--- src/hw/fti_pkg.sv ---
// Package for the FET and relay inspection mode controller.
// Assumes a single 25 MHz clock and a plain address/strobe register port.
package fti_pkg;
	// ****************************************************************
	// Register map and field layout
	// ****************************************************************
	localparam logic [3:0] ADDR_TEST_CTRL    = 4'h0;
	localparam logic [3:0] ADDR_TEST_UNLOCK  = 4'h1;
	localparam logic [3:0] ADDR_COMP_STATUS  = 4'h2;
	localparam logic [3:0] ADDR_RELAY_CTRL   = 4'h3;
	localparam logic [3:0] ADDR_PATTERN_BASE = 4'h4;
	localparam logic [3:0] ADDR_RESULT       = 4'hB;
	localparam logic [3:0] ADDR_IRQ_STATUS   = 4'hC;
	localparam logic [3:0] ADDR_IRQ_MASK     = 4'hD;
	localparam int         CTRL_MANUAL_BIT   = 0;
	localparam int         CTRL_START_BIT    = 1;
	localparam int         CTRL_TYPE_LSB     = 2;
	localparam int         CTRL_MIDRES_LSB   = 4;
	localparam int         CTRL_COMPSEL_BIT  = 7;
	localparam int         IRQ_DONE_BIT      = 0;
	localparam int         IRQ_ERR_BIT       = 1;
	localparam logic [15:0] RESET_WORD       = 16'h0000;
	// ****************************************************************
	// Sequence constants
	// ****************************************************************
	localparam int          NUM_STEPS       = 7;
	localparam int          CLK_NS          = 40;
	localparam int          SETTLE_NS       = 20000;
	localparam int          STEP_NS         = 4000;
	localparam logic [15:0] SETTLE_CYC      = 16'((SETTLE_NS + CLK_NS - 1) / CLK_NS);
	localparam logic [15:0] STEP_CYC        = 16'((STEP_NS + CLK_NS - 1) / CLK_NS);
	localparam logic [1:0]  TYPE_A          = 2'h0;
	localparam logic [1:0]  TYPE_B          = 2'h1;
	localparam logic [1:0]  TYPE_C          = 2'h2;
	localparam logic [1:0]  TYPE_D          = 2'h3;
	typedef enum logic [1:0] {SEQ_IDLE, SEQ_SETTLE, SEQ_STEP} fti_seq_type;
endpackage : fti_pkg

--- src/hw/fti_pat_if.sv ---
// Interface carrying the Type D pattern memory port.
// Assumes one clock shared by both ends.
`timescale 1ns/1ps
interface fti_pat_if;
	logic       wr_en;
	logic [2:0] wr_addr;
	logic [5:0] wr_data;
	logic [2:0] rd_addr;
	logic [5:0] rd_data;
	modport ctrl (output wr_en, output wr_addr, output wr_data, output rd_addr, input rd_data);
	modport mem (input wr_en, input wr_addr, input wr_data, input rd_addr, output rd_data);
endinterface : fti_pat_if

--- src/hw/fti_ctrl.sv ---
// Inspection mode controller for external bridge FETs and safety relays.
// Assumes synchronous inputs, a 25 MHz clock and a one-cycle read port.
// Operation
// - Inspection disables drain-source fault detection.
// - Low gate enable always forces pre-driver off.
// - Inspection block drives pre-drivers during automatic inspection.
// - Relay outputs always follow relay register.
// - Mid-voltage resistors on while inspection executes.
// - Unlock zero means normal operation only.
// - Manual bit enters manual inspection, inputs drive.
// - Manual mode feeds filter regardless of inputs.
// - Three bits select U, V, W resistors.
// - Start bit launches automatic sequence, flag high.
// - Type selects A, B, C or register pattern D.
// - Automatic sequence switches all resistors on.
// - Device compares A-C; host compares D.
// - Automatic beats manual when both requested.
// - Mismatch halts sequence; step number readable.
//
// The address-and-strobe port and the placing of the registers were chosen for this implementation.
`timescale 1ns/1ps
module fti_ctrl
	import fti_pkg::*;
(
	// Clock and reset
	input  wire logic        ref_clk,
	input  wire logic        resetn,
	// Register port
	input  wire logic [3:0]  reg_addr,
	input  wire logic [15:0] reg_wdata,
	input  wire logic        reg_wr,
	input  wire logic        reg_rd,
	output logic      [15:0] reg_rdata,
	// Gate control inputs, order uh ul vh vl wh wl
	input  wire logic [5:0]  fet_in,
	input  wire logic [5:0]  gate_en,
	input  wire logic [5:0]  vds_comp_filt,
	// Pre-driver, relay and resistor outputs
	output logic      [5:0]  predrv_on,
	output logic      [1:0]  relay_on,
	output logic      [2:0]  midres_on,
	output logic      [5:0]  filt_feed,
	output logic             vds_fault_en,
	output logic             irq
);
	// ****************************************************************
	// Expected values and helpers
	// ****************************************************************
	function automatic logic [5:0] expect_val(input logic [1:0] t, input logic [2:0] s);
		logic [5:0] v;
		v = 6'h3F;
		if (t == TYPE_A) begin
			if (s != 3'h0) v[6 - int'(s)] = 1'b0;
		end else if (s != 3'h0) begin
			v = (s < 3'h4) ? 6'h15 : 6'h2A;
		end
		return v;
	endfunction : expect_val

	function automatic logic [5:0] drive_pat(input logic [1:0] t, input logic [2:0] s);
		logic [5:0] v;
		v = 6'h00;
		if (s != 3'h0) begin
			if (t == TYPE_A) v[6 - int'(s)] = 1'b1;
			else v = (s < 3'h4) ? 6'h2A : 6'h15;
		end
		return v;
	endfunction : drive_pat

	function automatic logic [15:0] spread(input logic [5:0] v);
		return {5'h00, v[5], 1'b0, v[4], 1'b0, v[3], 1'b0, v[2], 1'b0, v[1], 1'b0, v[0]};
	endfunction : spread

	// ****************************************************************
	// State
	// ****************************************************************
	fti_pat_if pat ();
	fti_seq_type  st_q, st_d;
	logic [7:0]   ctrl_q, ctrl_d;
	logic         unlock_q, unlock_d;
	logic [1:0]   relay_q, relay_d;
	logic [1:0]   run_type_q, run_type_d;
	logic [2:0]   step_q, step_d;
	logic [15:0]  tmr_q, tmr_d;
	logic         err_q, err_d;
	logic [5:0]   saved_q, saved_d;
	logic [1:0]   ist_q, ist_d;
	logic [1:0]   imask_q, imask_d;
	logic [15:0]  rdata_q, rdata_d;
	logic [5:0]   pdrv_q, pdrv_d;
	logic [2:0]   mid_q, mid_d;
	logic [5:0]   feed_q, feed_d;
	logic         vds_en_q, vds_en_d;
	logic         irq_q, irq_d;
	logic         auto_act, manual_act, done_ev, err_ev;
	logic [5:0]   pattern;

	fti_pat_mem u_mem (
		.ref_clk (ref_clk),
		.resetn  (resetn),
		.port    (pat.mem)
	);

	assign auto_act   = (st_q != SEQ_IDLE);
	// A pending start request already locks manual mode out, so auto wins cleanly.
	assign manual_act = unlock_q && ctrl_q[CTRL_MANUAL_BIT]
		&& !ctrl_q[CTRL_START_BIT] && !auto_act;
	assign pat.wr_en   = reg_wr && (reg_addr >= ADDR_PATTERN_BASE) && (reg_addr < ADDR_RESULT);
	assign pat.wr_addr = 3'(reg_addr - ADDR_PATTERN_BASE);
	assign pat.wr_data = reg_wdata[5:0];
	assign pat.rd_addr = step_d;
	// The read address is step_d, so the one-cycle memory latency is hidden.
	assign pattern     = (run_type_q == TYPE_D) ? pat.rd_data : drive_pat(run_type_q, step_q);

	// ****************************************************************
	// Sequencer and registers
	// ****************************************************************
	// Next-state logic for the automatic sequence and the register file.
	always_comb begin
		// Default: every register holds and the read data fall back to zero.
		st_d       = st_q;
		ctrl_d     = ctrl_q;
		unlock_d   = unlock_q;
		relay_d    = relay_q;
		run_type_d = run_type_q;
		step_d     = step_q;
		tmr_d      = tmr_q;
		err_d      = err_q;
		saved_d    = saved_q;
		ist_d      = ist_q;
		imask_d    = imask_q;
		rdata_d    = 16'h0000;
		done_ev    = 1'b0;
		err_ev     = 1'b0;
		// The start bit is a one-cycle request, so it clears itself.
		ctrl_d[CTRL_START_BIT] = 1'b0;
		case (st_q)
			SEQ_IDLE: begin
				if (unlock_q && ctrl_q[CTRL_START_BIT]) begin
					// Latch the type so a later control write cannot swap patterns mid-run.
					st_d       = SEQ_SETTLE;
					run_type_d = ctrl_q[CTRL_TYPE_LSB +: 2];
					step_d     = 3'h0;
					tmr_d      = SETTLE_CYC;
					err_d      = 1'b0;
				end
			end
			SEQ_SETTLE: begin
				// The resistors pull the switch nodes to mid-voltage before any compare.
				tmr_d = tmr_q - 16'h0001;
				if (tmr_q == 16'h0001) begin
					st_d  = SEQ_STEP;
					tmr_d = STEP_CYC;
				end
			end
			SEQ_STEP: begin
				tmr_d = tmr_q - 16'h0001;
				if (tmr_q == 16'h0001) begin
					saved_d = vds_comp_filt;
					if (run_type_q != TYPE_D && vds_comp_filt != expect_val(run_type_q, step_q)) begin
						err_d   = 1'b1;
						err_ev  = 1'b1;
						st_d    = SEQ_IDLE;
						done_ev = 1'b1;
					end else if (int'(step_q) == NUM_STEPS - 1) begin
						st_d    = SEQ_IDLE;
						done_ev = 1'b1;
					end else begin
						step_d = step_q + 3'h1;
						tmr_d  = STEP_CYC;
					end
				end
			end
			default: st_d = SEQ_IDLE;
		endcase
		if (!unlock_q) st_d = SEQ_IDLE;
		if (reg_wr) begin
			case (reg_addr)
				ADDR_TEST_CTRL:   ctrl_d   = reg_wdata[7:0];
				ADDR_TEST_UNLOCK: unlock_d = reg_wdata[0];
				ADDR_RELAY_CTRL:  relay_d  = reg_wdata[1:0];
				ADDR_IRQ_MASK:    imask_d  = reg_wdata[1:0];
				default: ;
			endcase
		end
		if (reg_rd) begin
			case (reg_addr)
				ADDR_TEST_CTRL:   rdata_d = {8'h00, ctrl_q};
				ADDR_TEST_UNLOCK: rdata_d = {15'h0000, unlock_q};
				ADDR_COMP_STATUS: rdata_d = spread(ctrl_q[CTRL_COMPSEL_BIT] ? vds_comp_filt : saved_q);
				ADDR_RELAY_CTRL:  rdata_d = {14'h0000, relay_q};
				ADDR_RESULT:      rdata_d = {10'h000, auto_act, err_q, step_q, 1'b0};
				ADDR_IRQ_STATUS:  begin
					rdata_d = {14'h0000, ist_q};
					ist_d   = 2'h0;
				end
				ADDR_IRQ_MASK:    rdata_d = {14'h0000, imask_q};
				default:          rdata_d = RESET_WORD;
			endcase
		end
		// A new event wins over the read-to-clear.
		if (done_ev) ist_d[IRQ_DONE_BIT] = 1'b1;
		if (err_ev)  ist_d[IRQ_ERR_BIT]  = 1'b1;
	end

	// ****************************************************************
	// Output drive
	// ****************************************************************
	// Output selection: automatic inspection overrides normal drive, gate enable always wins.
	always_comb begin
		pdrv_d   = (auto_act ? pattern : fet_in) & gate_en;
		mid_d    = auto_act ? 3'h7 : (manual_act ? ctrl_q[CTRL_MIDRES_LSB +: 3] : 3'h0);
		feed_d   = (auto_act || manual_act) ? vds_comp_filt : (vds_comp_filt & fet_in);
		vds_en_d = !(auto_act || manual_act);
		irq_d    = |(ist_d & imask_d);
	end

	// Register everything.
	always_ff @(posedge ref_clk) begin
		if (!resetn) begin
			// Fault detection stays armed through reset; everything else is off.
			st_q       <= SEQ_IDLE;
			ctrl_q     <= 8'h00;
			unlock_q   <= 1'b0;
			relay_q    <= 2'h0;
			run_type_q <= TYPE_A;
			step_q     <= 3'h0;
			tmr_q      <= 16'h0000;
			err_q      <= 1'b0;
			saved_q    <= 6'h00;
			ist_q      <= 2'h0;
			imask_q    <= 2'h0;
			rdata_q    <= RESET_WORD;
			pdrv_q     <= 6'h00;
			mid_q      <= 3'h0;
			feed_q     <= 6'h00;
			vds_en_q   <= 1'b1;
			irq_q      <= 1'b0;
		end else begin
			st_q       <= st_d;
			ctrl_q     <= ctrl_d;
			unlock_q   <= unlock_d;
			relay_q    <= relay_d;
			run_type_q <= run_type_d;
			step_q     <= step_d;
			tmr_q      <= tmr_d;
			err_q      <= err_d;
			saved_q    <= saved_d;
			ist_q      <= ist_d;
			imask_q    <= imask_d;
			rdata_q    <= rdata_d;
			pdrv_q     <= pdrv_d;
			mid_q      <= mid_d;
			feed_q     <= feed_d;
			vds_en_q   <= vds_en_d;
			irq_q      <= irq_d;
		end
	end

	assign reg_rdata    = rdata_q;
	assign predrv_on    = pdrv_q;
	assign relay_on     = relay_q;
	assign midres_on    = mid_q;
	assign filt_feed    = feed_q;
	assign vds_fault_en = vds_en_q;
	assign irq          = irq_q;

	// ****************************************************************
	// Assertions
	// ****************************************************************
	AST_VDS_OFF: assert property (@(posedge ref_clk) disable iff (!resetn)
		auto_act |=> !vds_fault_en) else $error("fault detection active during inspection");
	AST_GATE_EN: assert property (@(posedge ref_clk) disable iff (!resetn)
		(gate_en != 6'h3F) |=> ((predrv_on & ~$past(gate_en)) == 6'h00))
		else $error("pre-driver on with gate enable low");
	AST_AUTO_DRV: assert property (@(posedge ref_clk) disable iff (!resetn)
		(auto_act && run_type_q != TYPE_D) |=> predrv_on == ($past(pattern) & $past(gate_en)))
		else $error("pre-driver not from inspection pattern");
	AST_RELAY: assert property (@(posedge ref_clk) disable iff (!resetn)
		(reg_wr && reg_addr == ADDR_RELAY_CTRL) |=> relay_on == $past(reg_wdata[1:0]))
		else $error("relay output does not follow register");
	AST_MIDRES: assert property (@(posedge ref_clk) disable iff (!resetn)
		auto_act |=> midres_on == 3'h7) else $error("resistors not all on");
	AST_LOCKED: assert property (@(posedge ref_clk) disable iff (!resetn)
		!unlock_q |=> (!auto_act && midres_on == 3'h0)) else $error("inspection while locked");
	AST_MANUAL_FEED: assert property (@(posedge ref_clk) disable iff (!resetn)
		manual_act |=> filt_feed == $past(vds_comp_filt)) else $error("manual feed gated");
	AST_START: assert property (@(posedge ref_clk) disable iff (!resetn)
		(!auto_act && unlock_q && ctrl_q[CTRL_START_BIT] && unlock_d) |=> auto_act)
		else $error("sequence did not start");
	AST_HALT: assert property (@(posedge ref_clk) disable iff (!resetn)
		err_ev |=> (!auto_act && err_q && step_q == $past(step_q))) else $error("no halt on mismatch");
	// A joint request must never show the manual resistor choice, not even for one cycle.
	AST_PRIO: assert property (@(posedge ref_clk) disable iff (!resetn)
		(!auto_act && unlock_q && ctrl_q[CTRL_START_BIT] && ctrl_q[CTRL_MANUAL_BIT])
		|=> (midres_on == 3'h0) ##1 (midres_on == 3'h7)) else $error("manual mode beat auto start");
	// In manual mode each resistor follows its own control bit.
	AST_MANUAL_MID: assert property (@(posedge ref_clk) disable iff (!resetn)
		manual_act |=> midres_on == $past(ctrl_q[CTRL_MIDRES_LSB +: 3]))
		else $error("manual resistor select not applied");
	// Type D leaves the judgement to the host, so no error may be flagged.
	AST_D_NO_CMP: assert property (@(posedge ref_clk) disable iff (!resetn)
		(auto_act && run_type_q == TYPE_D) |=> !err_q) else $error("type D compared on chip");
	// An unmasked end of sequence must raise the interrupt on the next cycle.
	AST_IRQ_DONE: assert property (@(posedge ref_clk) disable iff (!resetn)
		(done_ev && imask_q[IRQ_DONE_BIT] && !reg_wr) |=> irq)
		else $error("sequence end raised no interrupt");
endmodule : fti_ctrl

--- src/hw/fti_pat_mem.sv ---
// Small memory holding the host-written Type D drive patterns.
// Assumes the controller drives the write and read address each cycle.
`timescale 1ns/1ps
module fti_pat_mem
	import fti_pkg::*;
(
	// Clock and reset
	input wire logic ref_clk,
	input wire logic resetn,
	// Memory port
	fti_pat_if.mem   port
);
	logic [5:0] mem_q [NUM_STEPS];
	logic [5:0] mem_d [NUM_STEPS];
	logic [5:0] rd_q;
	logic [5:0] rd_d;

	// Write decode and registered read.
	always_comb begin
		mem_d = mem_q;
		if (port.wr_en && (int'(port.wr_addr) < NUM_STEPS)) begin
			mem_d[port.wr_addr] = port.wr_data;
		end
		rd_d = (int'(port.rd_addr) < NUM_STEPS) ? mem_q[port.rd_addr] : 6'h00;
	end

	// Storage registers.
	always_ff @(posedge ref_clk) begin
		if (!resetn) begin
			for (int i = 0; i < NUM_STEPS; i++) begin
				mem_q[i] <= 6'h00;
			end
			rd_q <= 6'h00;
		end else begin
			mem_q <= mem_d;
			rd_q  <= rd_d;
		end
	end
	assign port.rd_data = rd_q;
endmodule : fti_pat_mem

--- config.mk ---
export PLATFORM = sky130hd
export DESIGN_NAME = fti_ctrl
export DESIGN_NICKNAME = d
export VERILOG_FILES = /design/src/hw/fti_pkg.sv /design/src/hw/fti_pat_if.sv /design/src/hw/fti_ctrl.sv /design/src/hw/fti_pat_mem.sv
export SDC_FILE = /design/constraint.sdc
export NUM_CORES = 1
export LEC_CHECK = 0
export ABC_CLOCK_PERIOD_IN_PS = 4400
export BUFFER_PORTS_ARGS = -buffer_cell sky130_fd_sc_hd__buf_2
export CELL_PAD_IN_SITES_DETAIL_PLACEMENT = 1
export CELL_PAD_IN_SITES_GLOBAL_PLACEMENT = 2
export CORE_ASPECT_RATIO = 0.7
export CORE_UTILIZATION = 37
export CTS_BUF_LIST = sky130_fd_sc_hd__clkbuf_8
export DETAILED_ROUTE_END_ITERATION = 8
export PLACE_DENSITY = 0.94
export SYNTH_ARGS = -nofsm -noshare
export SYNTH_HDL_FRONTEND = slang
export SYNTH_HIERARCHICAL = 1
export SYNTH_SLANG_ARGS = --single-unit
--- constraint.sdc ---
create_clock -name ref_clk -period 4.4 [get_ports ref_clk]
set_clock_uncertainty 0.2 [all_clocks]
set_input_delay 1.32 -clock ref_clk [delete_from_list [all_inputs] [get_ports ref_clk]]
set_output_delay 1.32 -clock ref_clk [all_outputs]
set_load 0.02 [all_outputs]
# Word-level counts from Yosys, hierarchy flattened

Index checks and enable logic that the tools add are counted.

Register bits after elaboration: 126
Bits in latches: 0
Bits in writable memories: 0
Memory bits (read-only): 0
Memories kept: 0

Add/subtract/negate cells: 4
Multipliers: 0
Divide/modulo/power cells: 0
$lt $le $gt $ge: 10
Eq/ne operators: 18
Shift-type cells: 0
Mux-type cells: 58
Bitwise gates (word level): 6
Reduce and logical (&&, ||, !) cells: 34

Operator list:

| kind                    | count |
|---|---|
| $mux W6                 | 16 |
| $mux W16                | 5 |
| $pmux W11 S7            | 1 |
| $pmux W16 S3            | 1 |
| $bwmux W42              | 1 |
| $bmux W6 S3             | 1 |
| $demux W6 S3            | 1 |
| $mux W2                 | 9 |
| $mux W3                 | 6 |
| $reduce_and A2 Y1       | 9 |
| $eq A16 B1 Y1 const B   | 1 |
| $sub A16 B1 Y16 const B | 1 |
| $mux W1                 | 13 |
| $and A6 B6 Y6           | 2 |
| $eq A4 B4 Y1 const B    | 3 |
| $logic_and A1 B1 Y1     | 10 |
| $ne A2 B2 Y1 const B    | 5 |
| $lt A3 B3 Y1 const B    | 3 |
| $eq A4 B2 Y1 const B    | 2 |
| $ge A4 B4 Y1 const B    | 2 |
| $not A3 Y4              | 2 |
| $reduce_and A4 Y1       | 2 |
| $ne A6 B6 Y1            | 1 |
| $not A6 Y6              | 1 |
| other kinds (26)        | 32 |

# Longest topological paths before layout

Depth after elaboration: 19
Mapped depth: 16

# Modules after synthesis

Netlist, hierarchy kept.

By module, submodules not included:

| module      | times used | cells each | area each (um^2) |
|---|---|---|---|
| fti_ctrl    | 1          | 489        | 3890.0 |
| fti_pat_mem | 1          | 189        | 2123.3 |

# Worst setup path before layout

Ideal clock, no wire load.

Path type: in2reg
From: input vds_comp_filt[5]
To: register u_mem.rd_q[1] (netlist: u_mem/port.rd_data[1])
Arrival time: 3.781 ns
Required time: 4.105 ns
Setup slack: 0.324 ns
Stages on the path: 12
Buffers on the path: 2
Cell sequence: o2111a_1 -> a311oi_1 -> nand4_1 -> o41ai_4 -> nand3_2 -> mux2_2 -> a22o_1 -> buf_2 -> and3b_1 -> clkbuf_1 -> a221oi_1 -> a221oi_1

Word-level cells in the longest chain between the ends: 9
Elaborated cells between the ends (all ways): 11
Those cells by class: order compare (1); eq/ne (1); mux (6); bitwise (1); reduce/logical (2)

RTL lines:

| what                                       | RTL line          | text |
|---|---|---|
| start: declaration                         | fti_ctrl.sv:37    | `input wire logic [5:0] vds_comp_filt,` |
| $ne A6 B6 Y1 (*)                           | fti_ctrl.sv:160   | `if (run_type_q != TYPE_D && vds_comp_filt != expect_val(run_type_q, step_q)) begin` |
| $logic_and A1 B1 Y1 (*)                    | fti_ctrl.sv:160   |  |
| $mux W3 (*)                                | fti_ctrl.sv:160   |  |
| $mux W3 (*)                                | fti_ctrl.sv:158   | `if (tmr_q == 16'h0001) begin` |
| $pmux W3 S2 (*)                            | fti_ctrl.sv:137   | `case (st_q)` |
| named net pat.rd_addr[1]                   | fti_pat_if.sv:8   | `logic [2:0] rd_addr;` |
| $not A3 Y4 (implied by the code)           | fti_pat_mem.sv:24 | `rd_d = (int'(port.rd_addr) < NUM_STEPS) ? mem_q[port.rd_addr] : 6'h00;` |
| $bmux W6 S3                                | fti_pat_mem.sv:24 |  |
| $mux W6 (implied by the code) (2 in a row) | fti_pat_mem.sv:24 |  |
| end signal: assignment                     | fti_pat_mem.sv:36 | `rd_q <= rd_d;` |
| end: declaration                           | fti_pat_mem.sv:15 | `logic [5:0] rd_q;` |

The timed path passes the listed nets; every way through them passes the cells marked *. The select of a mux whose other input is x is not followed.
A chain may end at the register's enable or synchronous reset.

# Worst setup path in the final report

From: register step_q[0]
To: register u_mem.rd_q[0] (netlist: u_mem/port.rd_data[0])

Word-level cells in the longest chain between the ends: 19
Elaborated cells between the ends (all ways): 30
Those cells by class: add/sub (2); order compare (4); eq/ne (2); mux (16); bitwise (2); reduce/logical (4)

RTL lines:

| what                                                               | RTL line          | text |
|---|---|---|
| start: declaration                                                 | fti_ctrl.sv:83    | `logic [2:0] step_q, step_d;` |
| start signal: assignment                                           | fti_ctrl.sv:245   | `step_q <= step_d;` |
| $sub A3 B3 Y4                                                      | fti_ctrl.sv:53    | `if (s != 3'h0) v[6 - int'(s)] = 1'b0;` |
| $lt A4 B5 Y1 (implied by the code) or $ge A4 B1 Y1 (tied branches) | fti_ctrl.sv:53    |  |
| $logic_and A1 B1 Y1 (implied by the code)                          | fti_ctrl.sv:53    |  |
| $mux W1 (implied by the code)                                      | fti_ctrl.sv:53    |  |
| $demux W1 S3                                                       | fti_ctrl.sv:53    |  |
| $not A6 Y6 (no source line)                                        | --                |  |
| $mux W6                                                            | fti_ctrl.sv:53    |  |
| $mux W6                                                            | fti_ctrl.sv:52    | `if (t == TYPE_A) begin` |
| [... 3 more ...]                                                   | --                |  |
| $logic_and A1 B1 Y1                                                | fti_ctrl.sv:160   |  |
| $mux W3 (*)                                                        | fti_ctrl.sv:160   |  |
| $mux W3 (*)                                                        | fti_ctrl.sv:158   |  |
| $pmux W3 S2 (*)                                                    | fti_ctrl.sv:137   |  |
| named net pat.rd_addr[1]                                           | fti_pat_if.sv:8   |  |
| $not A3 Y4 (implied by the code)                                   | fti_pat_mem.sv:24 |  |
| $bmux W6 S3                                                        | fti_pat_mem.sv:24 |  |
| $mux W6 (implied by the code) (2 in a row)                         | fti_pat_mem.sv:24 |  |

Marks and branches as above.

==> metrics.txt <==
Post-CTS Hold Buffers 0; RePlAce Congestion 0.870; most crowded layer after global routing met2; CP Capture Type flip-flop; FMAX 242 MHz; post-synth design cell area 6010 sq um; Least-Margin Pin Slew 0.768 ns; WL per Instance 19.5 um; DR iter-0 viols 373; min Tclk post-route 4.14 ns; most frequent cells in the layout dfxtp_1, mux2i_1, nand2_1; clk_lat worst skew 0.45 ns; outcome finished clean; Root Buffer clkbuf_8; CTS max path bufs 2; antenna violations before repair 0; die extent in y 109 um; worst hold path class reg2reg; Clock Pin Slew Worst Setup and Hold Paths 0.07 ns; normalized max-slew margin 48.8%; Worst path max stage delay 0.47 ns; n_diodes 0; # DRC 0; GR Util met3 5.33%; CTS tree done; vias in the first global route 5454; number of synthesis warnings 6; initial core utilization 38.3%; die width 154 um; Area Growth Syn to Fin 16.1%; Cell variety after synth 70; RSZ-0062 raised after global routing no; met2 usage 35.1%; Slew Viols, Final 0; async set or reset register ratio after synthesis 0%; Die Area 16800 sq um; first-pass GRT wire length 29.5 mm; Fin. Hold Viols 0; WL final 18.5 mm; largest net degree at the start of global routing 45; CTS sink cnt 120; Routed Antenna Nets 0; core area 15700 sq um; synthesized area per cell 8.87 sq um; CTS buffer count 17; setup ws final 0.265 ns; crit-path max FO 9; setup TNS 0 ns; Worst Setup Start Kind flip-flop; Detailed Routing Iterations Pass 1 5; HPWL Detailed 13.5 mm; most common cell after layout, fill and taps aside dfxtp_1; IO Pins 77; DP Worst Slack -0.169 ns; WHS 0.265 ns; Max-Cap Viols 0; post-route clock period utilization 94.0%; Vias 5315; number of synthesized flops with an enable pin 0; CP Cell Sequence inv_1, ha_1, and2_1, o2111a_1, a311oi_2, nand4_1, o41ai_4, nand3_2, mux2_2, a22o_2, and3b_2, a221oi_1, a221oi_1; H-tree levels 4; most frequent CP cell a221oi_1; slowest cell on the critical path o41ai_4; final-stage net count 790; CP required 4.54 ns; grt total ovfl 0; most used flip-flop cell after synthesis dfxtp_1; GR Util met1 32.9%; Std-Cell Rows 38; all-layer global routing usage 23.1%; post-layout util 44.5%; cell count after synthesis 678; power density over the cells 335 nW/um^2; share of cells above drive strength 1 18.8%; LEAKAGE 2.82 nW; Yosys reg bits 120; Finish-stage setup viols 0; post-CTS setup buffers 0; post_cts resized 2; arrival time at the worst endpoint 4.27 ns; vias per cell 5.58; Crit Path Class reg2reg; Peak supply drop 0.143 mV; sequential area share after synthesis 40.0%; # port buffers 62
## stage by stage
step | area (sq um) | instances | total power, mW
floorplan | 6030 | 683 | 1.21
global placement | 6540 | 920 | 1.26
detailed placement | 6540 | 920 | 1.26
CTS | 6970 | 952 | 2.36
global route | 6980 | 952 | 2.43
finish | 6980 | 952 | 2.34
## kinds of logic (layout without fill, tap and decap cells)
| family | count (synthesis) | after routing | synth area share, % |
|---|---|---|---|
| DFF | 120 | 120 | 39.9 |
| xor gates and xnor gates | 7 | 7 | 1.02 |
| adders and majority gates | 9 | 9 | 1.87 |
| and+or+nand+nor | 264 | 264 | 23.1 |
| other | 1 | 6 | 0.0624 |
| AOI/OAI and AO/OA | 128 | 128 | 14.8 |
| buffers and inverters | 66 | 135 | 5.16 |
| muxes | 83 | 83 | 14.0 |
## routing by layer
| layer | routed length (um) | part of all wire [%] |
|---|---|---|
| met1 | 9470 | 51 |
| met2 | 7930 | 43 |
| met3 | 956 | 5.2 |
| met4 | 163 | 0.88 |
| met5 | 0 | 0 |
## path summary, 6_finish.rpt
kind	startpoint	endpoint	slack (ns)	cells past startpoint
worst max-delay path	step_q[0]$_SDFF_PN0_	u_mem/port.rd_data[0]$_SDFF_PN0_	0.26	13
worst min-delay path	saved_q[3]$_SDFFE_PN0P_	saved_q[3]$_SDFFE_PN0P_	0.26	2
worst max register to register	step_q[0]$_SDFF_PN0_	u_mem/port.rd_data[0]$_SDFF_PN0_	0.26	13
worst min register to register	saved_q[3]$_SDFFE_PN0P_	saved_q[3]$_SDFFE_PN0P_	0.26	2
## sequential cells by signal, summed over array words and instances (netlist names), 2 cells and up
register and flops:
predrv_on 6, tmr_q 16, ctrl_q 8, reg_rdata 10
saved_q 6, step_q 3, midres_on 3, imask_q 2
run_type_q 2, filt_feed 6, u_mem/port.rd_data 6, u_mem/mem_q 42
st_q 2, ist_q 2, relay_on 2
## Yosys cell counts (all sizes together), types with 3 or more instances
cell type  count  area share, %
a211oi         4           0.50
a21oi         35            2.9
a221oi        14            2.0
a22o           3           0.44
a31oi         14            1.5
a32o           4           0.67
and2           3           0.31
and3           4           0.42
buf           25            2.6
clkbuf        22            1.4
dfxtp        120             40
ha             9            1.9
inv           18            1.1
mux2          11            2.1
mux2i         72             12
nand2         70            4.4
nand2b         3           0.31
nand3         30            2.6
nand3b         5           0.62
nand4          4           0.42
nand4b         5           0.73
nor2          47            3.0
nor2b         48            5.0
nor3          19            1.6
nor4           4           0.42
nor4b          5            1.1
nor4bb         4           0.67
o211a          4           0.67
o21ai         21            1.7
o22ai          5           0.52
o31ai          5           0.71
or2            3           0.31
or3            4           0.42
xnor2          4           0.58
xor2           3           0.44
## power by group
group	internal [mW]	leakage [nW]	switching, mW
Sequential	1.10	0.970	0.00578
Combinational	0.0500	1.62	0.0881
Clock	0.651	0.234	0.446
## final cells by class
class                   count  area, sq um
multi-input cells         497         3340
well taps                 200          250
clock buffers              20          275
repair buffers             84          488
clock inverters            12          158
fillers                  1849         8710
flip-flops and latches    120         2400
inverters                  19         71.3
## critical path: cells and delay by family, from the launching register on
| family | cells | cell delay [ns] |
|---|---|---|
| mux | 1 | 0.31 |
| buf+inv | 1 | 0.11 |
| fa+ha+maj | 1 | 0.42 |
| simple gates | 4 | 0.94 |
| flops | 1 | 0.43 |
| compound gates | 6 | 1.61 |
Power figures use the tool's default switching activity.
